===== config.mk =====
export PLATFORM = sky130hd
export DESIGN_NAME = cicg_decimator
export DESIGN_NICKNAME = d
export VERILOG_FILES = /design/src/cicg_pkg.sv /design/src/cicg_sym_round.sv /design/src/cicg_decimator.sv
export VERILOG_INCLUDE_DIRS = /design/src
export SDC_FILE = /design/constraint.sdc
export NUM_CORES = 2
export LEC_CHECK = 0
export BUFFER_PORTS_ARGS = -buffer_cell sky130_fd_sc_hd__buf_2
export CORE_ASPECT_RATIO = 0.8
export CORE_UTILIZATION = 35
export CTS_CLUSTER_SIZE = 30
export DETAILED_ROUTE_END_ITERATION = 16
export REMOVE_ABC_BUFFERS = 1
export SYNTH_ARGS = -nofsm -noshare
export SYNTH_HDL_FRONTEND = slang
export SYNTH_SLANG_ARGS = --single-unit

===== constraint.sdc =====
create_clock -name mclk -period 19.11 [get_ports mclk]
set_input_delay 3.822 -clock mclk [delete_from_list [all_inputs] [get_ports mclk]]
set_output_delay 3.822 -clock mclk [all_outputs]
set_load 0.005 [all_outputs]

===== src/cicg_defines.svh =====
`ifndef CICG_DEFINES_SVH
`define CICG_DEFINES_SVH

// Datapath widths
`define CICG_PROD_W      32
`define CICG_IN_W        15
`define CICG_ACC_W       40
`define CICG_OUT_W       32
`define CICG_NSTAGES     5

// Integrator accumulator widths, first stage to last
`define CICG_INT_W0      40
`define CICG_INT_W1      36
`define CICG_INT_W2      32
`define CICG_INT_W3      32
`define CICG_INT_W4      32

// Configuration word field positions
`define CICG_BYPASS_BIT  6
`define CICG_DEC_LSB     7
`define CICG_DEC_MSB     12
`define CICG_SHIFT_LSB   13
`define CICG_SHIFT_MSB   16
`define CICG_SYNC_EN_BIT 19

// Shift saturation limit, 6 dB per step
`define CICG_SHIFT_MAX   4'hf

// Reset values
`define CICG_DEC_RST     6'h00
`define CICG_GAIN_RST    3'h0

`endif


===== src/cicg_pkg.sv =====
`include "cicg_defines.svh"

package cicg_pkg;

    // Decoded configuration fields
    typedef struct packed {
        logic       ext_sync_en;
        logic [3:0] shift_word;
        logic [5:0] dec_preload;
        logic       bypass;
    } cicg_cfg_t;

    // Sample handed to the halfband chain
    typedef struct packed {
        logic [`CICG_OUT_W-1:0] data;
    } cicg_sample_t;

endpackage : cicg_pkg


===== src/cicg_sym_round.sv =====
`timescale 1ns/1ps
`default_nettype none

`include "cicg_defines.svh"

module cicg_sym_round #(
    parameter int PROD_W = `CICG_PROD_W,
    parameter int OUT_W  = `CICG_IN_W
) (
    input  wire logic              mclk,
    input  wire logic              rst,
    input  wire logic [PROD_W-1:0] prod,
    input  wire logic              prod_valid,
    output var  logic [OUT_W-1:0]  rnd_data,
    output var  logic              rnd_valid
);

    localparam int DROP = PROD_W - OUT_W;

    logic [PROD_W:0] half;
    logic [PROD_W:0] sum;
    logic            ovf;

    // Round half away from zero so positive and negative sides match
    always_comb begin
        half = (PROD_W+1)'(1) << (DROP - 1);
        if (prod[PROD_W-1]) begin
            sum = {prod[PROD_W-1], prod} + half - (PROD_W+1)'(1);
        end else begin
            sum = {prod[PROD_W-1], prod} + half;
        end
        ovf = (sum[PROD_W] != sum[PROD_W-1]);
    end

    // Registered result; overflow clamps instead of flipping sign
    always_ff @(posedge mclk or posedge rst) begin
        if (rst) begin
            rnd_data  <= '0;
            rnd_valid <= 1'b0;
        end else begin
            rnd_valid <= prod_valid;
            if (prod_valid) begin
                if (ovf) begin
                    rnd_data <= {sum[PROD_W], {(OUT_W-1){~sum[PROD_W]}}};
                end else begin
                    rnd_data <= sum[PROD_W-1 -: OUT_W];
                end
            end
        end
    end

endmodule : cicg_sym_round

`default_nettype wire


===== src/cicg_decimator.sv =====
`timescale 1ns/1ps
`default_nettype none

`include "cicg_defines.svh"

module cicg_decimator #(
    parameter int NSTAGES = `CICG_NSTAGES
) (
    input  wire logic                          mclk,
    input  wire logic                          rst,
    input  wire logic [31:0]                   cfg_word,
    input  wire logic [`CICG_PROD_W-1:0]       mix_prod,
    input  wire logic                          sample_valid_n,
    input  wire logic [2:0]                    pin_gain_offset,
    input  wire logic                          multi_chip_sync_pulse,
    output var  cicg_pkg::cicg_sample_t        out_sample,
    output var  logic                          out_strobe,
    output var  logic [5:0]                    dec_count
);

    import cicg_pkg::*;

    localparam int AW = `CICG_ACC_W;
    localparam int IW = `CICG_IN_W;
    localparam int OW = `CICG_OUT_W;

    // Accumulator width of a given integrator stage
    function automatic int stage_width(input int k);
        case (k)
            0:       return `CICG_INT_W0;
            1:       return `CICG_INT_W1;
            2:       return `CICG_INT_W2;
            3:       return `CICG_INT_W3;
            default: return `CICG_INT_W4;
        endcase
    endfunction : stage_width

    // Keep the top w bits of a 40-bit word, clearing the pruned LSBs
    function automatic logic [AW-1:0] prune(input logic [AW-1:0] x, input int w);
        logic [AW-1:0] m;
        m = ~((AW'(1) << (AW - w)) - AW'(1));
        return x & m;
    endfunction : prune

    // Split the configuration word into its fields
    function automatic cicg_cfg_t decode_cfg(input logic [31:0] w);
        cicg_cfg_t c;
        c.bypass      = w[`CICG_BYPASS_BIT];
        c.dec_preload = w[`CICG_DEC_MSB:`CICG_DEC_LSB];
        c.shift_word  = w[`CICG_SHIFT_MSB:`CICG_SHIFT_LSB];
        c.ext_sync_en = w[`CICG_SYNC_EN_BIT];
        return c;
    endfunction : decode_cfg

    cicg_cfg_t          cfg;
    logic               in_valid;
    logic [IW-1:0]      rnd_data;
    logic               rnd_valid;
    logic [2:0]         gain_meta_r;
    logic [2:0]         gain_sync_r;
    logic [2:0]         gain_pipe_r;
    logic               sync_meta_r;
    logic               sync_sync_r;
    logic               sync_last_r;
    logic               sync_load;
    logic [4:0]         shift_sum;
    logic [3:0]         shift_amt;
    logic [AW-1:0]      sh_data_r;
    logic               sh_valid_r;
    logic [5:0]         dec_count_r;
    logic               dump_r;
    logic [AW-1:0]      integ_r [NSTAGES];
    logic [AW-1:0]      integ_src [NSTAGES];
    logic [OW-1:0]      comb_dly_r [NSTAGES];
    logic [OW-1:0]      comb_val [NSTAGES+1];

    assign cfg      = decode_cfg(cfg_word);
    assign in_valid = ~sample_valid_n;

    // Mixer products enter through the symmetric rounder
    cicg_sym_round #(
        .PROD_W (`CICG_PROD_W),
        .OUT_W  (IW)
    ) u_round (
        .mclk       (mclk),
        .rst        (rst),
        .prod       (mix_prod),
        .prod_valid (in_valid),
        .rnd_data   (rnd_data),
        .rnd_valid  (rnd_valid)
    );

    // Gain pins are asynchronous, so two flops before any use
    always_ff @(posedge mclk or posedge rst) begin
        if (rst) begin
            gain_meta_r <= `CICG_GAIN_RST;
            gain_sync_r <= `CICG_GAIN_RST;
        end else begin
            gain_meta_r <= pin_gain_offset;
            gain_sync_r <= gain_meta_r;
        end
    end

    // Gain is captured with its sample and rides the rounder's delay
    always_ff @(posedge mclk or posedge rst) begin
        if (rst) begin
            gain_pipe_r <= `CICG_GAIN_RST;
        end else if (in_valid) begin
            gain_pipe_r <= gain_sync_r;
        end
    end

    // Sync pin: two flops, then an edge detector on the clean copy
    always_ff @(posedge mclk or posedge rst) begin
        if (rst) begin
            sync_meta_r <= 1'b0;
            sync_sync_r <= 1'b0;
            sync_last_r <= 1'b0;
        end else begin
            sync_meta_r <= multi_chip_sync_pulse;
            sync_sync_r <= sync_meta_r;
            sync_last_r <= sync_sync_r;
        end
    end

    assign sync_load = cfg.ext_sync_en & sync_sync_r & ~sync_last_r;

    // Pin code counts one extra 6 dB step per unit; sum clamps rather than wraps
    always_comb begin
        shift_sum = {1'b0, cfg.shift_word} + {2'b00, gain_pipe_r};
        if (shift_sum > {1'b0, `CICG_SHIFT_MAX}) begin
            shift_amt = `CICG_SHIFT_MAX;
        end else begin
            shift_amt = shift_sum[3:0];
        end
    end

    // Barrel shifter: each shift step is 6 dB of gain
    always_ff @(posedge mclk or posedge rst) begin
        if (rst) begin
            sh_data_r  <= '0;
            sh_valid_r <= 1'b0;
        end else begin
            sh_valid_r <= rnd_valid & ~cfg.bypass;
            if (rnd_valid) begin
                sh_data_r <= {{(AW-IW){rnd_data[IW-1]}}, rnd_data} << shift_amt;
            end
        end
    end

    // Decimation counter; the sync reload wins over normal counting
    always_ff @(posedge mclk or posedge rst) begin
        if (rst) begin
            dec_count_r <= `CICG_DEC_RST;
            dump_r      <= 1'b0;
        end else begin
            dump_r <= 1'b0;
            if (sync_load) begin
                dec_count_r <= cfg.dec_preload;
            end else if (sh_valid_r) begin
                if (dec_count_r == 6'h00) begin
                    dec_count_r <= cfg.dec_preload;
                    dump_r      <= 1'b1;
                end else begin
                    dec_count_r <= dec_count_r - 6'h01;
                end
            end
        end
    end

    assign dec_count = dec_count_r;

    // Integrator cascade; pruned LSBs stay zero so each stage acts at its width
    genvar k;
    generate
        for (k = 0; k < NSTAGES; k++) begin : g_integ
            // Source picked at elaboration, so no stage ever indexes below zero
            if (k == 0) begin : g_first
                assign integ_src[k] = sh_data_r;
            end else begin : g_next
                assign integ_src[k] = integ_r[k-1];
            end
            always_ff @(posedge mclk or posedge rst) begin
                if (rst) begin
                    integ_r[k] <= '0;
                end else if (sh_valid_r) begin
                    integ_r[k] <= prune(integ_r[k] + integ_src[k], stage_width(k));
                end
            end
        end
    endgenerate

    // Comb cascade input is the top of the last integrator
    assign comb_val[0] = integ_r[NSTAGES-1][AW-1 -: OW];

    // Combs wrap modulo 2^32, cancelling any integrator overflow
    generate
        for (k = 0; k < NSTAGES; k++) begin : g_comb
            assign comb_val[k+1] = comb_val[k] - comb_dly_r[k];
            always_ff @(posedge mclk or posedge rst) begin
                if (rst) begin
                    comb_dly_r[k] <= '0;
                end else if (dump_r) begin
                    comb_dly_r[k] <= comb_val[k];
                end
            end
        end
    endgenerate

    // Output: filter result on a dump, or the raw rounded sample in bypass
    always_ff @(posedge mclk or posedge rst) begin
        if (rst) begin
            out_sample <= '0;
            out_strobe <= 1'b0;
        end else begin
            if (cfg.bypass) begin
                out_strobe <= rnd_valid;
                if (rnd_valid) begin
                    out_sample.data <= {rnd_data, {(OW-IW){1'b0}}};
                end
            end else begin
                out_strobe <= dump_r;
                if (dump_r) begin
                    out_sample.data <= comb_val[NSTAGES];
                end
            end
        end
    end

endmodule : cicg_decimator

`default_nettype wire


==> results.txt <==
----------------------------------------------------
[Synthesis]
  Number of enable-type register cells in the synthesized netlist ... 0
  Xor/xnor share of the synthesized area ... 0.0809
  Synth Cell Area ... roughly 32,000 µm²
  Synth area leaders ... dfrtp_1 33%, ha_1 13%, xnor2_1 5.9%, mux2_2 5.7%, o21ai_0 4.5%
  Synth Warn # ... 0
  Largest family of logic cells by synthesized area ... compound AO/OA/AOI/OAI gates
  Largest area contributor in the synthesized netlist ... dfrtp_1
  Most frequently used flop master after synthesis ... dfrtp_1
  Average size of a mapped cell ... between 8 and 9 µm²
  Ys async rst share ... 1.00
  Post-synthesis sequential element count ... ~430
  Compound-cell area share of the yosys netlist ... 0.203
  Top-area cell type share of the netlist area ... 0.333
  Cell variety after synth ... 94
  Sequential area share after synthesis ... 0.333
  Mux contribution to synthesized area ... 0.0721
  Area share of fa/ha/maj cells after synthesis ... 0.138
  Synth Instances ... 3,627
  Synthesized-area fraction occupied by and/or/nand/nor cells ... 0.128

[Placed design]
  Port buffer count ... 89
  Dpl cell area ... between 30,000 and 40,000 µm²
  Half-perimeter wire length after placement ... roughly 54 mm
  Final Wtd Congestion ... ~0.85
  Setup slack at placement ... 8.80 ns

[STA]
  Final hold viol count ... 0
  Aggregate negative setup slack ... 0 ns
  Finish-stage setup viols ... 0
  Fin Clk Skew ... 0.0465 ns
  Unrepaired setup endpoints after global routing ... false
  Highest clock rate ... around 0.096 GHz
  Minimum setup slack in the final design ... 8.65 ns
  Worst Tran Pin Value ... 1.08 ns
  Final Slew Violations ... 0
  Fin crit period ... 10.46 ns
  Headroom to the max-slew limit ... 0.277
  Final worst path period share ... 0.547

[Global routing]
  Grt met2 use ... 0.229
  Largest net degree at the start of global routing ... 162
  Global router's overall resource usage ... 0.153
  First-pass GRT wire length ... ~120 mm
  Antenna violations before repair ... 0
  GR Util met1 ... 0.227
  Met3 demand-to-capacity share in global routing ... 0.0177
  Via count of the first global-routing pass ... 23.6k
  Most used routing layer ... met2
  Final global-route overflow total ... 0

[Detailed routing]
  Via Count ... 25.1k
  Average wire length per cell after detail routing ... 14.5 µm
  Number of routed nets with antenna violations ... 0
  DRC violations left ... 0
  Drt pass-1 iters ... 5
  Violation count after the first detailed-route iteration ... 1,233
  Final Routed Wirelength ... 71.5 mm
  Mean number of vias per cell ... 5.09

[Floorplanning]
  Starting utilization of the core area ... 0.355
  Area of the die ... 93,800 µm²
  Number of I/O pins ... 110
  Die Ht ... 274 µm
  Floorplan Core Area ... 91,400 µm²
  Cell Rows ... a little under 100
  Die width ... 342 µm

[Clock tree]
  Number of clock sinks seen by CTS ... 431
  TritonCTS clock tree ... done
  Setup Buffers After CTS ... 0
  Clk Tree Root Cell ... clkbuf_16
  Clock-pin slew on the worst setup and hold paths ... 0.06 ns
  CTS Hold Bufs ... 0
  Number of instances resized during post-cts repair ... 0
  Clock H-tree levels ... 2
  Clock Latency Late Sink ... 0.63 ns
  Clock tree buffer depth ... 3
  TritonCTS Buffers ... 52

[Critical path]
  Origin of the critical flop-to-flop path ... comb_val[160]$_DFFE_PP0P_
  Kind of critical path ... flip-flop to flip-flop
  Arrival time worst endpoint ... around 11 ns
  Critical-path cell with the highest stage delay ... a2111oi_0
  Nature of the critical path endpoint ... flip-flop
  Worst-path fanout max ... 6
  Crit. Startpoint ... comb_val[160]$_DFFE_PP0P_
  Worst path required time ... 19.55 ns
  Startpoint type of the worst setup path ... flip-flop
  Largest stage delay on the critical path ... about 0.59 ns
  Worst path most repeated cell ... a21oi_1

[Min path]
  Kind of path behind the tightest hold check ... flip-flop to flip-flop
  Hold Startpoint ... sync_meta_r$_DFF_PP0_

[Final layout]
  Utilization after layout ... 0.394
  Final antenna diode count ... 0
  Nets@finish ... 4,096
  Layout Area Growth over Synthesis ... 11.2%
  Final Instance Area ... 36,000 µm²
  Share of cells above drive strength 1 ... 0.111
  # fillers ... 9,171

[Run status]
  Run status ... complete, no violations

[Flow run]
  Number of max-cap violations ... 0

----------------------------------------------------
-- flip-flops by register name, indices dropped and copies added (netlist names) --
register           count
dec_count              6
gain_meta_r            3
u_round.rnd_data      15
integ_r              140
comb_val              32
u_round.rnd_valid      1
out_strobe             1
out_sample            32
gain_sync_r            3
dump_r                 1
gain_pipe_r            3
sync_sync_r            1
sync_meta_r            1
sh_valid_r             1
comb_dly_r           160
sync_last_r            1
sh_data_r             30
-- Yosys cell counts, drive strengths merged, types with 6 or more instances --
cell type,number
maj3,14
fa,11
a21oi,266
dfrtp,431
a21boi,13
nor2,228
a21o,151
nor2b,36
buf,22
a31o,11
clkbuf,77
nor3,54
xnor2,220
o22ai,19
o31ai,23
ha,328
a211oi,14
nand3,50
a311oi,8
a2111oi,10
and3,44
nand4,25
and2,17
inv,286
xor2,73
or3,14
o21bai,46
mux2,163
o21ai,320
nand2b,40
a41oi,8
a31oi,30
and4,6
nor3b,10
mux2i,50
or2,16
o21a,40
nand2,340
nor4,8
a211o,10
o211ai,14
-- area by class of cell --
type | instances | area (µm²) | area share
clock buffer | 72 | 1540 | 0.0427
clock inverter | 23 | 362 | 0.0100
inverter | 287 | 1080 | 0.0301
multi-input combinational | 2810 | 20200 | 0.560
sequential | 431 | 10800 | 0.299
tap | 1212 | 1520 | 0.0421
timing repair buffer | 104 | 571 | 0.0158
-- worst max-delay path, delay by kind of cell, from the launching register on --
kind            cells  cell delay (ns)
compound gates     28             5.64
fa+ha+maj           6             1.90
xor+xnor            6             1.09
simple gates        7             0.99
flops               1             0.39
buf+inv             3             0.22
-- layout by cell type (no fill, tap or decap), types with 18 or more instances in the layout --
| master | synthesis | final |
|---|---|---|
| dfrtp_1 | 431 | 429 |
| nand2_1 | 340 | 340 |
| ha_1 | 328 | 328 |
| o21ai_0 | 293 | 293 |
| inv_1 | 286 | 284 |
| a21oi_1 | 264 | 264 |
| nor2_1 | 227 | 225 |
| xnor2_1 | 219 | 219 |
| mux2_2 | 163 | 163 |
| a21o_1 | 151 | 151 |
| buf_2 | 5 | 89 |
| xor2_1 | 73 | 73 |
| nor3_1 | 54 | 54 |
| clkbuf_16 | 0 | 53 |
| nand3_1 | 50 | 50 |
| mux2i_1 | 50 | 50 |
| o21bai_1 | 46 | 46 |
| and3_1 | 44 | 44 |
| o21a_1 | 40 | 40 |
| nand2b_1 | 40 | 40 |
| nor2b_1 | 36 | 36 |
| a31oi_1 | 29 | 29 |
| o21ai_1 | 27 | 27 |
| nand4_1 | 25 | 25 |
| o31ai_1 | 22 | 22 |
| o22ai_1 | 18 | 18 |
-- through the flow --
stage,hold WS (ns),instances
floorplan,0.331,3528
global placement,0.333,4844
detailed placement,0.336,4844
CTS,0.350,4939
global route,0.352,4939
finish,0.348,4939
-- cell families (layout without fill, tap and decap cells) --
group,Yosys count,after routing
xor+xnor,295,295
buf+inv,386,486
mux,213,213
simple gates,903,903
flops,431,431
compound gates,1046,1046
fa+ha+maj,353,353
-- routing by layer --
layer / vias to the layer above / part of all wire
met2: 304 / 0.41
met1: 11706 / 0.53
met5: - / 0
li1: 13027 / -
met3: 101 / 0.029
met4: 0 / 0.027
-- final timing paths --
check                                             end  slack [ns]  depth (start not counted)
max                        out_sample[31]$_DFFE_PP0P_        8.65                         50
min                             sync_sync_r$_DFF_PP0_        0.35                          0
max reg2reg                out_sample[31]$_DFFE_PP0P_        8.65                         50
min reg2reg                     sync_sync_r$_DFF_PP0_        0.35                          0
max in group asynchronous            dump_r$_DFF_PP0_       13.61                          4
min in group asynchronous    gain_sync_r[1]$_DFF_PP0_        3.26                          2
Power is left out: the tool's default activity adds up to more than one toggle a clock period on the data nets, which glitch-free logic cannot reach.
